[config.mk]
export PLATFORM = sky130hd
export DESIGN_NAME = branch_compare_exec_unit
export DESIGN_NICKNAME = d
export VERILOG_FILES = /design/src/rtl/branch_compare_pkg.sv /design/src/rtl/branch_compare_exec_unit.sv
export SDC_FILE = /design/constraint.sdc
export NUM_CORES = 1
export LEC_CHECK = 0
export ABC_CLOCK_PERIOD_IN_PS = 9200
export BUFFER_PORTS_ARGS = -buffer_cell sky130_fd_sc_hd__clkbuf_2
export CAP_MARGIN = 40
export CORE_MARGIN = 4
export CORE_UTILIZATION = 60
export CTS_CLUSTER_DIAMETER = 120
export DETAILED_ROUTE_END_ITERATION = 8
export GPL_TIMING_DRIVEN = 1
export PLACE_DENSITY_LB_ADDON = 0.05
export SLEW_MARGIN = 20
export SYNTH_ARGS = -nofsm -noshare
export SYNTH_HDL_FRONTEND = slang
export SYNTH_SLANG_ARGS = --single-unit
[constraint.sdc]
create_clock -name clk -period 9.2 [get_ports clk]
set_input_delay 2.76 -clock clk [delete_from_list [all_inputs] [get_ports clk]]
set_output_delay 2.76 -clock clk [all_outputs]
set_load 0.01 [all_outputs]
[src/rtl/branch_compare_pkg.sv]
// Constants and types shared by the compare, skip and branch execution unit.
// Assumes 16-bit instruction words and an 11-bit word-addressed program counter.
package branch_compare_pkg;

   // Program counter width in words
   localparam int PC_W = 11;

   // Status flag bit positions
   localparam int FLAG_C = 0;
   localparam int FLAG_Z = 1;
   localparam int FLAG_N = 2;
   localparam int FLAG_V = 3;
   localparam int FLAG_S = 4;
   localparam int FLAG_H = 5;
   localparam int FLAG_T = 6;
   localparam int FLAG_I = 7;

   // Reset values
   localparam logic [7:0] STATUS_FLAGS_REGISTER_RESET = 8'h00;
   localparam logic [PC_W-1:0] PC_RESET = 11'h000;

   // Opcode masks and match values
   localparam logic [15:0] MASK_DECREMENT = 16'hFE0F;
   localparam logic [15:0] VAL_DECREMENT = 16'h940A;
   localparam logic [15:0] MASK_LOGIC = 16'hFC00;
   localparam logic [15:0] VAL_AND = 16'h2000;
   localparam logic [15:0] VAL_XOR = 16'h2400;
   localparam logic [15:0] MASK_FILL = 16'hFF0F;
   localparam logic [15:0] VAL_FILL = 16'hEF0F;
   localparam logic [15:0] MASK_REL = 16'hF000;
   localparam logic [15:0] VAL_REL_JUMP = 16'hC000;
   localparam logic [15:0] VAL_REL_CALL = 16'hD000;
   localparam logic [15:0] VAL_IND_JUMP = 16'h9409;
   localparam logic [15:0] VAL_IND_CALL = 16'h9509;
   localparam logic [15:0] MASK_CMP = 16'hFC00;
   localparam logic [15:0] VAL_CMP_SKIP = 16'h1000;
   localparam logic [15:0] VAL_CMP_REGS = 16'h1400;
   localparam logic [15:0] VAL_CMP_CARRY = 16'h0400;
   localparam logic [15:0] MASK_CMP_IMM = 16'hF000;
   localparam logic [15:0] VAL_CMP_IMM = 16'h3000;
   localparam logic [15:0] MASK_SKIP_RB = 16'hFE08;
   localparam logic [15:0] VAL_SKIP_RB_CLEAR = 16'hFC00;
   localparam logic [15:0] VAL_SKIP_RB_SET = 16'hFE00;
   localparam logic [15:0] MASK_SKIP_IO = 16'hFF00;
   localparam logic [15:0] VAL_SKIP_IO_CLEAR = 16'h9900;
   localparam logic [15:0] VAL_SKIP_IO_SET = 16'h9B00;
   localparam logic [15:0] MASK_BRANCH = 16'hFC00;
   localparam logic [15:0] VAL_BR_SET = 16'hF000;
   localparam logic [15:0] VAL_BR_CLEAR = 16'hF400;
   // Two-word instructions, seen when sizing a skip
   localparam logic [15:0] MASK_LONG_MEM = 16'hFC0F;
   localparam logic [15:0] VAL_LONG_MEM = 16'h9000;
   localparam logic [15:0] MASK_LONG_FLOW = 16'hFE0C;
   localparam logic [15:0] VAL_LONG_FLOW = 16'h940C;

   // Constant operands
   localparam logic [7:0] ALL_ONES = 8'hFF;
   localparam logic [7:0] SIGNED_MIN = 8'h80;

   // Cycle counts
   localparam logic [1:0] CYC_ONE = 2'h1;
   localparam logic [1:0] CYC_TWO = 2'h2;
   localparam logic [1:0] CYC_THREE = 2'h3;

   // Instruction classes handled here
   typedef enum logic [4:0] {
      OP_NONE = 5'h00, OP_DECREMENT = 5'h01, OP_TEST = 5'h02, OP_ZERO_REG = 5'h03,
      OP_FILL_ONES = 5'h04, OP_REL_JUMP = 5'h05, OP_REL_CALL = 5'h06, OP_IND_JUMP = 5'h07,
      OP_IND_CALL = 5'h08, OP_CMP_SKIP = 5'h09, OP_CMP_REGS = 5'h0A, OP_CMP_CARRY = 5'h0B,
      OP_CMP_IMM = 5'h0C, OP_SKIP_RB_CLEAR = 5'h0D, OP_SKIP_RB_SET = 5'h0E,
      OP_SKIP_IO_CLEAR = 5'h0F, OP_SKIP_IO_SET = 5'h10, OP_BR_SET = 5'h11, OP_BR_CLEAR = 5'h12
   } op_t;

   // Issue state
   typedef enum logic [0:0] {ST_READY = 1'b0, ST_STALL = 1'b1} exec_state_t;

endpackage : branch_compare_pkg

[src/rtl/branch_compare_exec_unit.sv]
// Execution unit for decrement, test, clear, fill, jumps, calls, compares,
// skips and status-flag branches of an 8-bit RISC core.
// Assumes the core presents operand values with each instruction word.
//
// Functional notes
// - Decrement writes Rd-1 in one cycle, updating Z N V, carry kept.
// - Test ANDs register with itself, writes it back, sets Z N V, one cycle.
// - Clear XORs register to zero updating Z N V; fill writes FFs, flags kept.
// - Relative jump: PC+k+1 in two cycles; relative call same in three.
// - Indirect jump loads PC from Z pointer in two cycles, call three, no flags.
// - Compare-skip-equal skips next instruction on match, 1/2/3 cycles, no flags.
// - Compares subtract without storing, update Z N V C H, one cycle.
// - Register bit skips test a bit and skip when condition holds, no flags.
// - I/O bit skips test an I/O bit and skip when condition holds, 1 to 3 cycles.
// - Status-bit branches test chosen flag; one cycle not taken, two taken.
// - Equal branches on Z one, not-equal on Z zero, flags unchanged.
// - Carry-set and lower branch on C one; carry-clear and same-higher on zero.
// - Minus branches on N one, plus on N zero, one or two cycles.
// - Signed greater-equal branches when N xor V is zero, less-than when one.
// - Half-carry branches on H set or clear, one or two cycles, no flags.
// - Transfer-bit branches on T set or clear, one or two cycles.
// - Overflow branches on V set or clear without changing flags.
// - Interrupt-enable branches on I one or zero, one or two cycles.
//
// Chosen here: the address map and the strobed register port.
`timescale 1ns/1ps
`default_nettype none

module branch_compare_exec_unit (
   // Clock and reset
   input wire logic clk,
   input wire logic rst,
   // Instruction issue
   input wire logic instrValid,
   input wire logic [15:0] instrWord,
   input wire logic [15:0] nextWord,
   // Operand values from register file and I/O bus
   input wire logic [7:0] opD,
   input wire logic [7:0] opR,
   input wire logic [7:0] ioData,
   input wire logic [15:0] zPointer,
   // Issue handshake and state
   output logic ready,
   output logic [branch_compare_pkg::PC_W-1:0] pc,
   output logic [7:0] status_flags_register,
   output logic unknownOp,
   // Register file write
   output logic regWe,
   output logic [4:0] regAddr,
   output logic [7:0] regData,
   // Return address push
   output logic pushValid,
   output logic [branch_compare_pkg::PC_W-1:0] pushAddr
);

   // Classify an instruction word
   function automatic branch_compare_pkg::op_t classify(input logic [15:0] w);
      logic sameRegs;
      sameRegs = (w[8:4] == {w[9], w[3:0]});
      if ((w & branch_compare_pkg::MASK_DECREMENT) == branch_compare_pkg::VAL_DECREMENT)
         classify = branch_compare_pkg::OP_DECREMENT;
      else if (((w & branch_compare_pkg::MASK_LOGIC) == branch_compare_pkg::VAL_AND) && sameRegs)
         classify = branch_compare_pkg::OP_TEST;
      else if (((w & branch_compare_pkg::MASK_LOGIC) == branch_compare_pkg::VAL_XOR) && sameRegs)
         classify = branch_compare_pkg::OP_ZERO_REG;
      else if ((w & branch_compare_pkg::MASK_FILL) == branch_compare_pkg::VAL_FILL)
         classify = branch_compare_pkg::OP_FILL_ONES;
      else if ((w & branch_compare_pkg::MASK_REL) == branch_compare_pkg::VAL_REL_JUMP)
         classify = branch_compare_pkg::OP_REL_JUMP;
      else if ((w & branch_compare_pkg::MASK_REL) == branch_compare_pkg::VAL_REL_CALL)
         classify = branch_compare_pkg::OP_REL_CALL;
      else if (w == branch_compare_pkg::VAL_IND_JUMP)
         classify = branch_compare_pkg::OP_IND_JUMP;
      else if (w == branch_compare_pkg::VAL_IND_CALL)
         classify = branch_compare_pkg::OP_IND_CALL;
      else if ((w & branch_compare_pkg::MASK_CMP) == branch_compare_pkg::VAL_CMP_SKIP)
         classify = branch_compare_pkg::OP_CMP_SKIP;
      else if ((w & branch_compare_pkg::MASK_CMP) == branch_compare_pkg::VAL_CMP_REGS)
         classify = branch_compare_pkg::OP_CMP_REGS;
      else if ((w & branch_compare_pkg::MASK_CMP) == branch_compare_pkg::VAL_CMP_CARRY)
         classify = branch_compare_pkg::OP_CMP_CARRY;
      else if ((w & branch_compare_pkg::MASK_CMP_IMM) == branch_compare_pkg::VAL_CMP_IMM)
         classify = branch_compare_pkg::OP_CMP_IMM;
      else if ((w & branch_compare_pkg::MASK_SKIP_RB) == branch_compare_pkg::VAL_SKIP_RB_CLEAR)
         classify = branch_compare_pkg::OP_SKIP_RB_CLEAR;
      else if ((w & branch_compare_pkg::MASK_SKIP_RB) == branch_compare_pkg::VAL_SKIP_RB_SET)
         classify = branch_compare_pkg::OP_SKIP_RB_SET;
      else if ((w & branch_compare_pkg::MASK_SKIP_IO) == branch_compare_pkg::VAL_SKIP_IO_CLEAR)
         classify = branch_compare_pkg::OP_SKIP_IO_CLEAR;
      else if ((w & branch_compare_pkg::MASK_SKIP_IO) == branch_compare_pkg::VAL_SKIP_IO_SET)
         classify = branch_compare_pkg::OP_SKIP_IO_SET;
      else if ((w & branch_compare_pkg::MASK_BRANCH) == branch_compare_pkg::VAL_BR_SET)
         classify = branch_compare_pkg::OP_BR_SET;
      else if ((w & branch_compare_pkg::MASK_BRANCH) == branch_compare_pkg::VAL_BR_CLEAR)
         classify = branch_compare_pkg::OP_BR_CLEAR;
      else
         classify = branch_compare_pkg::OP_NONE;
   endfunction : classify

   // Signed relative target, wrapping within program space
   function automatic logic [branch_compare_pkg::PC_W-1:0] relTarget(
      input logic [branch_compare_pkg::PC_W-1:0] base, input logic [11:0] offs);
      relTarget = branch_compare_pkg::PC_W'(base + offs[branch_compare_pkg::PC_W-1:0] + 1'b1);
   endfunction : relTarget

   // True when the skipped word opens a two-word instruction
   function automatic logic isLong(input logic [15:0] w);
      isLong = ((w & branch_compare_pkg::MASK_LONG_MEM) == branch_compare_pkg::VAL_LONG_MEM) ||
               ((w & branch_compare_pkg::MASK_LONG_FLOW) == branch_compare_pkg::VAL_LONG_FLOW);
   endfunction : isLong

   // Z N V and derived S after a result with a given overflow
   function automatic logic [7:0] resultFlags(input logic [7:0] f, input logic [7:0] res, input logic ovf);
      resultFlags = f;
      resultFlags[branch_compare_pkg::FLAG_Z] = (res == 8'h00);
      resultFlags[branch_compare_pkg::FLAG_N] = res[7];
      resultFlags[branch_compare_pkg::FLAG_V] = ovf;
      resultFlags[branch_compare_pkg::FLAG_S] = res[7] ^ ovf;
   endfunction : resultFlags

   branch_compare_pkg::exec_state_t state_r;
   branch_compare_pkg::op_t opKind;
   logic take;
   logic [1:0] waitCnt_r;
   logic [branch_compare_pkg::PC_W-1:0] pc_nxt;
   logic [7:0] status_flags_register_nxt;
   logic [7:0] regData_nxt;
   logic [4:0] regAddr_nxt;
   logic regWe_nxt;
   logic push_nxt;
   logic unknown_nxt;
   logic [1:0] cyc_nxt;
   logic [7:0] subB;
   logic subCin;
   logic [8:0] diff;
   logic halfBorrow;
   logic subOvf;
   logic skipCond;
   logic brCond;
   logic [branch_compare_pkg::PC_W-1:0] skipPc;
   logic [1:0] skipCyc;

   // New instructions are only taken while no multi-cycle one is running
   assign take = instrValid && ready;

   // Shared subtractor for the register, carry and immediate compares
   always_comb begin
      subB = (opKind == branch_compare_pkg::OP_CMP_IMM) ? {instrWord[11:8], instrWord[3:0]} : opR;
      subCin = (opKind == branch_compare_pkg::OP_CMP_CARRY) ? status_flags_register[branch_compare_pkg::FLAG_C] : 1'b0;
      diff = {1'b0, opD} - {1'b0, subB} - {8'h00, subCin};
      halfBorrow = (~opD[3] & subB[3]) | (subB[3] & diff[3]) | (diff[3] & ~opD[3]);
      subOvf = (opD[7] & ~subB[7] & ~diff[7]) | (~opD[7] & subB[7] & diff[7]);
   end

   // Skip size follows the length of the instruction being passed over
   always_comb begin
      skipPc = isLong(nextWord) ? branch_compare_pkg::PC_W'(pc + 2'h3) : branch_compare_pkg::PC_W'(pc + 2'h2);
      skipCyc = isLong(nextWord) ? branch_compare_pkg::CYC_THREE : branch_compare_pkg::CYC_TWO;
      brCond = status_flags_register[instrWord[2:0]];
   end

   // Decode and next-state computation
   always_comb begin
      opKind = classify(instrWord);
      pc_nxt = branch_compare_pkg::PC_W'(pc + 1'b1);
      status_flags_register_nxt = status_flags_register;
      regData_nxt = regData;
      regAddr_nxt = instrWord[8:4];
      regWe_nxt = 1'b0;
      push_nxt = 1'b0;
      unknown_nxt = 1'b0;
      cyc_nxt = branch_compare_pkg::CYC_ONE;
      skipCond = 1'b0;
      unique case (opKind)
         branch_compare_pkg::OP_DECREMENT: begin
            regData_nxt = opD - 8'h01;
            regWe_nxt = 1'b1;
            status_flags_register_nxt = resultFlags(status_flags_register, opD - 8'h01, opD == branch_compare_pkg::SIGNED_MIN);
         end
         branch_compare_pkg::OP_TEST: begin
            regData_nxt = opD & opD;
            regWe_nxt = 1'b1;
            status_flags_register_nxt = resultFlags(status_flags_register, opD & opD, 1'b0);
         end
         branch_compare_pkg::OP_ZERO_REG: begin
            regData_nxt = opD ^ opD;
            regWe_nxt = 1'b1;
            status_flags_register_nxt = resultFlags(status_flags_register, opD ^ opD, 1'b0);
         end
         branch_compare_pkg::OP_FILL_ONES: begin
            // Only the upper sixteen registers are reachable here
            regAddr_nxt = {1'b1, instrWord[7:4]};
            regData_nxt = branch_compare_pkg::ALL_ONES;
            regWe_nxt = 1'b1;
         end
         branch_compare_pkg::OP_REL_JUMP: begin
            pc_nxt = relTarget(pc, instrWord[11:0]);
            cyc_nxt = branch_compare_pkg::CYC_TWO;
         end
         branch_compare_pkg::OP_REL_CALL: begin
            pc_nxt = relTarget(pc, instrWord[11:0]);
            push_nxt = 1'b1;
            cyc_nxt = branch_compare_pkg::CYC_THREE;
         end
         branch_compare_pkg::OP_IND_JUMP: begin
            pc_nxt = zPointer[branch_compare_pkg::PC_W-1:0];
            cyc_nxt = branch_compare_pkg::CYC_TWO;
         end
         branch_compare_pkg::OP_IND_CALL: begin
            pc_nxt = zPointer[branch_compare_pkg::PC_W-1:0];
            push_nxt = 1'b1;
            cyc_nxt = branch_compare_pkg::CYC_THREE;
         end
         branch_compare_pkg::OP_CMP_SKIP: skipCond = (opD == opR);
         branch_compare_pkg::OP_CMP_REGS, branch_compare_pkg::OP_CMP_IMM: begin
            status_flags_register_nxt = resultFlags(status_flags_register, diff[7:0], subOvf);
            status_flags_register_nxt[branch_compare_pkg::FLAG_C] = diff[8];
            status_flags_register_nxt[branch_compare_pkg::FLAG_H] = halfBorrow;
         end
         branch_compare_pkg::OP_CMP_CARRY: begin
            status_flags_register_nxt = resultFlags(status_flags_register, diff[7:0], subOvf);
            // Zero only survives a chain of zero bytes
            status_flags_register_nxt[branch_compare_pkg::FLAG_Z] = (diff[7:0] == 8'h00) && status_flags_register[branch_compare_pkg::FLAG_Z];
            status_flags_register_nxt[branch_compare_pkg::FLAG_C] = diff[8];
            status_flags_register_nxt[branch_compare_pkg::FLAG_H] = halfBorrow;
         end
         branch_compare_pkg::OP_SKIP_RB_CLEAR: skipCond = !opR[instrWord[2:0]];
         branch_compare_pkg::OP_SKIP_RB_SET: skipCond = opR[instrWord[2:0]];
         branch_compare_pkg::OP_SKIP_IO_CLEAR: skipCond = !ioData[instrWord[2:0]];
         branch_compare_pkg::OP_SKIP_IO_SET: skipCond = ioData[instrWord[2:0]];
         branch_compare_pkg::OP_BR_SET, branch_compare_pkg::OP_BR_CLEAR: begin
            if (brCond == (opKind == branch_compare_pkg::OP_BR_SET)) begin
               pc_nxt = relTarget(pc, {{5{instrWord[9]}}, instrWord[9:3]});
               cyc_nxt = branch_compare_pkg::CYC_TWO;
            end
         end
         branch_compare_pkg::OP_NONE: unknown_nxt = 1'b1;
         default: unknown_nxt = 1'b1;
      endcase
      if (skipCond) begin
         pc_nxt = skipPc;
         cyc_nxt = skipCyc;
      end
   end

   // Issue state and stall counter
   always_ff @(posedge clk) begin
      if (rst) begin
         state_r <= branch_compare_pkg::ST_READY;
         waitCnt_r <= 2'h0;
         ready <= 1'b1;
      end else begin
         unique case (state_r)
            branch_compare_pkg::ST_READY: begin
               if (take && (cyc_nxt != branch_compare_pkg::CYC_ONE)) begin
                  state_r <= branch_compare_pkg::ST_STALL;
                  waitCnt_r <= cyc_nxt - 2'h1;
                  ready <= 1'b0;
               end
            end
            branch_compare_pkg::ST_STALL: begin
               waitCnt_r <= waitCnt_r - 2'h1;
               if (waitCnt_r == 2'h1) begin
                  state_r <= branch_compare_pkg::ST_READY;
                  ready <= 1'b1;
               end
            end
         endcase
      end
   end

   // Program counter and flags
   always_ff @(posedge clk) begin
      if (rst) begin
         pc <= branch_compare_pkg::PC_RESET;
         status_flags_register <= branch_compare_pkg::STATUS_FLAGS_REGISTER_RESET;
      end else if (take) begin
         pc <= pc_nxt;
         status_flags_register <= status_flags_register_nxt;
      end
   end

   // Register file write port, one-cycle strobe
   always_ff @(posedge clk) begin
      if (rst) begin
         regWe <= 1'b0;
         regAddr <= 5'h00;
         regData <= 8'h00;
      end else begin
         regWe <= take && regWe_nxt;
         if (take) begin
            regAddr <= regAddr_nxt;
            regData <= regData_nxt;
         end
      end
   end

   // Return address push for calls, and unknown-opcode pulse
   always_ff @(posedge clk) begin
      if (rst) begin
         pushValid <= 1'b0;
         pushAddr <= branch_compare_pkg::PC_RESET;
         unknownOp <= 1'b0;
      end else begin
         pushValid <= take && push_nxt;
         unknownOp <= take && unknown_nxt;
         if (take && push_nxt)
            pushAddr <= branch_compare_pkg::PC_W'(pc + 1'b1);
      end
   end
endmodule : branch_compare_exec_unit

`default_nettype wire

### Word level (Yosys, flattened, before mapping)

Index checks and enable logic that the tools add are counted.

* add/sub/neg operators: 12
* divide/modulo/power cells: 0
* reductions and logical operators: 30
* bitwise operators: 22
* shifts and indexed selects: 0
* multipliers: 0
* magnitude comparators: 1
* muxes and demuxes: 49
* equal/unequal tests: 46

Operator list (count)
* two-way mux 5 bit: 19
* equality test 5 x 4 -> 1 bit, second input constant: 8
* equality test 8 bit, second input constant: 5
* adder 11 x 1 -> 11 bit, second input constant: 3
* two-way mux 11 bit: 3
* one-hot mux 11 bit (3 select lines): 1
* equality test 16 bit, second input constant: 2
* logical NOT 8 bit: 4
* one-hot mux 8 bit (4 select lines): 1
* one-hot mux 6 bit (5 select lines): 1
* adder 11 bit: 2
* adder 11 x 2 -> 11 bit, second input constant: 2
* equality test 5 x 3 -> 1 bit, second input constant: 4
* OR reduction 18 bit: 1
* equality test 5 bit, second input constant: 3
* equality test 12 bit, second input constant: 1
* equality test 6 x 3 -> 1 bit, second input constant: 2
* equality test 6 x 4 -> 1 bit, second input constant: 2
* equality test 6 bit, second input constant: 2
* two-way mux 1 bit: 12
* OR reduction 2 bit: 6
* equality test 11 bit, second input constant: 1
* equality test 10 bit, second input constant: 1
* equality test 5 x 2 -> 1 bit, second input constant: 2
* other kinds (38): 72

* bits in latches: 0
* register bits after elaboration: 48
* output and inout port bits: 47
* memories kept: 0
* input port bits: 75
* bits in read-only memories: 0
* word-level logic and storage cells: 172
* memory bits (writable): 0

### Longest topological paths before layout

* depth in word-level cells: 28
* mapped depth: 16
* gate-level depth less buffers: 15

### Least setup slack after synthesis

Ideal clock, no wire load.

* path type: input -> register
* start: input port instrWord[15]
* end: register status_flags_register[3]
* library setup time: 0.146 ns
* setup slack: 3.036 ns
* data required time: 9.054 ns
* arrival time: 6.018 ns
* stages on the path: 16
* path through: buf_4 > or2_1 > buf_6 > nor2_2 > mux2_2 > fa_1 > inv_1 > ha_1 > nand2_1 > a21boi_1 > o21a_1 > o211a_1 > a211oi_1 > mux2_2 > nand2_1 > a311oi_1

* word-level cells in the longest chain between the ends: 27

Ends and longest elaborated chain
* start, declared: RTL line branch_compare_exec_unit.sv:35 `input wire logic [15:0] instrWord,`
* equality test 6 bit: RTL line branch_compare_exec_unit.sv:94 `else if ((w & branch_compare_pkg::MASK_BRANCH) == branch_compare_pkg::VAL_BR_CLEAR)`
* two-way mux 5 bit: RTL line branch_compare_exec_unit.sv:94
* two-way mux 5 bit: RTL line branch_compare_exec_unit.sv:92 `else if ((w & branch_compare_pkg::MASK_BRANCH) == branch_compare_pkg::VAL_BR_SET)`
* two-way mux 5 bit: RTL line branch_compare_exec_unit.sv:90 `else if ((w & branch_compare_pkg::MASK_SKIP_IO) == branch_compare_pkg::VAL_SKIP_IO_SET)`
* two-way mux 5 bit: RTL line branch_compare_exec_unit.sv:88 `else if ((w & branch_compare_pkg::MASK_SKIP_IO) == branch_compare_pkg::VAL_SKIP_IO_CLEAR)`
* two-way mux 5 bit: RTL line branch_compare_exec_unit.sv:86 `else if ((w & branch_compare_pkg::MASK_SKIP_RB) == branch_compare_pkg::VAL_SKIP_RB_SET)`
* two-way mux 5 bit: RTL line branch_compare_exec_unit.sv:84 `else if ((w & branch_compare_pkg::MASK_SKIP_RB) == branch_compare_pkg::VAL_SKIP_RB_CLEAR)`
* two-way mux 5 bit: RTL line branch_compare_exec_unit.sv:82 `else if ((w & branch_compare_pkg::MASK_CMP_IMM) == branch_compare_pkg::VAL_CMP_IMM)`
* [11 not listed]
* equality test 5 x 4 -> 1 bit: RTL line branch_compare_exec_unit.sv:148, branch_compare_exec_unit.sv:174
* two-way mux 8 bit: RTL line branch_compare_exec_unit.sv:148 `subB = (opKind == branch_compare_pkg::OP_CMP_IMM) ? {instrWord[11:8], instrWord[3:0]} : opR;`
* subtractor 8 x 8 -> 9 bit: RTL line branch_compare_exec_unit.sv:150 `diff = {1'b0, opD} - {1'b0, subB} - {8'h00, subCin};`
* subtractor 9 x 1 -> 9 bit: RTL line branch_compare_exec_unit.sv:150
* NOT 1 bit: RTL line branch_compare_exec_unit.sv:152 `subOvf = (opD[7] & ~subB[7] & ~diff[7]) | (~opD[7] & subB[7] & diff[7]);`
* bitwise AND 1 bit: RTL line branch_compare_exec_unit.sv:152
* bitwise OR 1 bit: RTL line branch_compare_exec_unit.sv:152
* one-hot mux 6 bit (5 select lines): RTL line branch_compare_exec_unit.sv:174 `unique case (opKind)`
* end signal, assigned: RTL line branch_compare_exec_unit.sv:276 `status_flags_register <= branch_compare_pkg::STATUS_FLAGS_REGISTER_RESET;`
* end signal, assigned: RTL line branch_compare_exec_unit.sv:279 `status_flags_register <= status_flags_register_nxt;`
* end, declared: RTL line branch_compare_exec_unit.sv:45 `output logic [7:0] status_flags_register,`

Mark *: on every way between the ends. The rest lies on a longest branch, timed or not. The select of a mux whose other input is x is not followed.
A chain may end at the register's enable or synchronous reset.

### Worst setup path in the final report

* start: input port instrWord[14]
* end: register status_flags_register[3]

The elaborated chain is that of the path after synthesis.

==> run_results.csv <==
group,metric,value,unit
timing,relSlewSlack,46.3,%
power_and_ir_drop,intPower,0.000436,W
min_path,worstHoldPathCells,2,
clock_tree,clock_latency,0.31,ns
timing,setup_tns,0,ns
power_and_ir_drop,clkPwrFrac,27.0,%
timing,min_period,6.52,ns
yosys,yosys.area_share.simple,25.4,%
yosys,synthCells,681,
setup_path,cp.required,9.37,ns
yosys,synth_top_cell_by_area,"dfxtp_1",
yosys,synth.distinct_cells,86,
placed_design,pre_cts_slack,2.44,ns
yosys,yosysSeqAreaShare,17.7,%
timing,fin_skew,0.00628,ns
yosys,synth_top_family_by_area,"simple AND/OR/NAND/NOR gates",
setup_path,r2r-end,"status_flags_register[3]$_SDFFE_PP0P_",
timing,worst_pin_slew,0.800,ns
timing,min_period_over_period,70.8,%
clock_tree,hold_buffers,0,
yosys,synth.top_cell.area_share,17.7,%
run_status,outcome,"complete, no violations",
yosys,synth_warnings,0,
drt,routed.top_layer,"met4",
yosys,synth_area,5430,um^2
floorplanning,rows,34,
drt,met2_length,8140,um
drt,routed_wl,16100,um
power_and_ir_drop,seqPwrFrac,34.8,%
yosys,synthXorXnorAreaFrac,8.39,%
drt,viasPerCell,6.34,
finish,n_antenna_cell,0,
timing,setup_slack,2.68,ns
yosys,synth_common_cells,"nor2_1 (65), nand2_1 (52), dfxtp_1 (48), ha_1 (47), inv_1 (40)",
floorplanning,die_height,103,um
drt,drt_pass1_iterations,5,
yosys,muxShareOfSynthArea,7.19,%
clock_tree,cts_resized,0,
power_and_ir_drop,swShare,34.8,%
yosys,ys.flop_type,"dfxtp_1",
run,drv_cap,0,
power_and_ir_drop,power_switching,0.000233,W
finish,layout.nets,893,
finish,area_growth,12.0,%
drt,drc_errors,0,
finish,instances_no_fill,875,
clock_tree,cts_buffers,5,
placed_design,place.gp.congestion,0.915,
min_path,worstHoldStart,"regAddr[3]$_SDFFE_PP0P_",
drt,wirelength_met1,6290,um
global_routing,grt_overflow_total,0,
drt,antenna_left,0,
yosys,synth-edff-count,0,
power_and_ir_drop,powerDensity,110,nW/um^2
global_routing,antenna_found_initial,0,
setup_path,crit-reg2reg-launch,"status_flags_register[0]$_SDFFE_PP0P_",
setup_path,critPathLaunchType,"input pin",
global_routing,grt_pass1_vias,5464,
timing,hold_viol,0,
clock_tree,clk_pin_slew,0.09,ns
placed_design,hpwlAfterDp,12400,um
setup_path,r2r_slack,5.91,ns
clock_tree,clock_sinks,48,
drt,dr_total_vias,5545,
power_and_ir_drop,vdd_drop_max,0.0000838,V
global_routing,track_usage,30.4,%
finish,drive_above_1_share,22.2,%
setup_path,ff2ff_path_depth,12,
yosys,synth_compound_area_share,22.4,%
drt,initialDrtViolationCount,323,
setup_path,worstSetupPathType,"input pin to flop",
yosys,synth.most_common_cell,"nor2_1",
yosys,synthAdderAreaFrac,12.3,%
yosys,synth_seq_cells,48,
timing,rsz0062_at_grt,"no",
placed_design,dp_cells,866,
clock_tree,cts.repair_timing.setup_buffer_count,0,
min_path,min_path_type,"flop to flop",
floorplanning,ios,122,
drt,wl_met3,911,um
clock_tree,htreeDepth,2,
clock_tree,cts_root_buf,"clkbuf_8",
global_routing,grt_start_max_net_pins,57,
yosys,synth_area_leaders,"dfxtp_1 (18%), ha_1 (11%), xnor2_1 (5.8%)",
power_and_ir_drop,p_comb_share,38.2,%
power_and_ir_drop,power,0.000668,W
timing,fmax,153,MHz
floorplanning,start_util,62.0,%
drt,wl_per_cell,18.4,um
timing,setup_viol,0,
global_routing,grt_first_pass_wirelength,25800,um
yosys,synth-async-reset-ratio,0,%
setup_path,critPathMaxFanout,10,
setup_path,worstPathArrival,6.68,ns
clock_tree,tritoncts,"built",
placed_design,port_buffers,109,
finish,fillers,795,
min_path,holdPathEnd,"regAddr[3]$_SDFFE_PP0P_",
power_and_ir_drop,p_leak,2.63,nW
floorplanning,die_area,10600,um^2
setup_path,critPathCaptureType,"flop",
floorplanning,core_area,8760,um^2
timing,slew_violations,0,
floorplanning,die_w,103,um
clock_tree,clk_path_buf_depth,2,
yosys,synth_area_per_cell,7.97,um^2
==> final cells by class <==
class	instances	area, um^2	share of cell area (%)
clock buffer	5	68.8	1.13
sequential	48	961	15.8
tap	108	135	2.22
clock inverter	2	60.1	0.988
timing repair buffer	115	592	9.73
inverter	40	150	2.47
multi-input combinational	557	4110	67.7
==> sequential cells by signal (all words and copies together), names as in the netlist <==
| register | flops |
|---|---|
| pc | 11 |
| regWe | 1 |
| pushAddr | 11 |
| regAddr | 5 |
| status_flags_register | 6 |
| unknownOp | 1 |
| ready | 1 |
| regData | 8 |
| state_r | 1 |
| pushValid | 1 |
| waitCnt_r | 2 |
==> worst max-delay path by stage <==
stage          depth (start not counted)  slack [ns]           from                                    end
6_report                              15        2.68  instrWord[14]  status_flags_register[3]$_SDFFE_PP0P_
5_1_grt                               15        2.51  instrWord[14]  status_flags_register[3]$_SDFFE_PP0P_
4_1_cts                               15        2.76  instrWord[14]  status_flags_register[3]$_SDFFE_PP0P_
3_5_place_dp                          15        2.44  instrWord[14]  status_flags_register[3]$_SDFFE_PP0P_
3_3_place_gp                          15        2.52  instrWord[14]  status_flags_register[3]$_SDFFE_PP0P_
2_1_floorplan                         16        3.04  instrWord[15]  status_flags_register[3]$_SDFFE_PP0P_
==> layout by cell type, fill, tap and decap left out, drive strengths merged, types with 15 or more instances in the layout <==
master,count
a21oi,38
a31oi,15
clkbuf,114
dfxtp,48
ha,47
inv,40
nand2,53
nor2,67
nor3,19
o21ai,27
o22ai,15
xnor2,36
xor2,16
==> stage by stage <==
step	hold slack [ns]	area, um^2	util [%]
2_1_floorplan	0.481	5430	-
6_report	0.460	6080	69.4
5_1_grt	0.487	6080	69.4
4_1_cts	0.462	6060	69.2
3_5_place_dp	0.449	5930	67.7
3_3_place_gp	0.444	5930	67.6
==> power by group through the flow <==
stage          clock [W]  combinational, W  sequential (W)
5_1_grt         0.000191          0.000283        0.000234
3_5_place_dp           0          0.000250        0.000237
2_1_floorplan          0          0.000183        0.000235
3_3_place_gp           0          0.000242        0.000237
4_1_cts         0.000182          0.000251        0.000232
6_report        0.000181          0.000255        0.000233
==> logic make-up after synthesis <==
family,count (synthesis)
flops,48
other cells,1
fa+ha+maj,51
xor+xnor,52
compound gates,178
simple gates,244
mux,30
buf+inv,77
==> per-layer routing <==
metal / track usage (%) / up-vias
met5: 0 / -
met4: 16.5 / 0
met3: 4.60 / 58
met2: 53.5 / 211
met1: 35.1 / 2616
li1: - / 2660
==> worst max-delay path, stage by stage <==
cell and delay, ns:
clkbuf_2 0.17, or2_1 0.37, nor2_2 0.43, mux2_2 0.41
fa_1 0.44, inv_1 0.07, ha_1 0.23, nand2_1 0.10
a21boi_1 0.08, o21a_1 0.20, o211a_1 0.21, a211oi_1 0.67
mux2_2 0.41, nand2_1 0.07, a311oi_1 0.08
(Power assumes the default switching activity.)
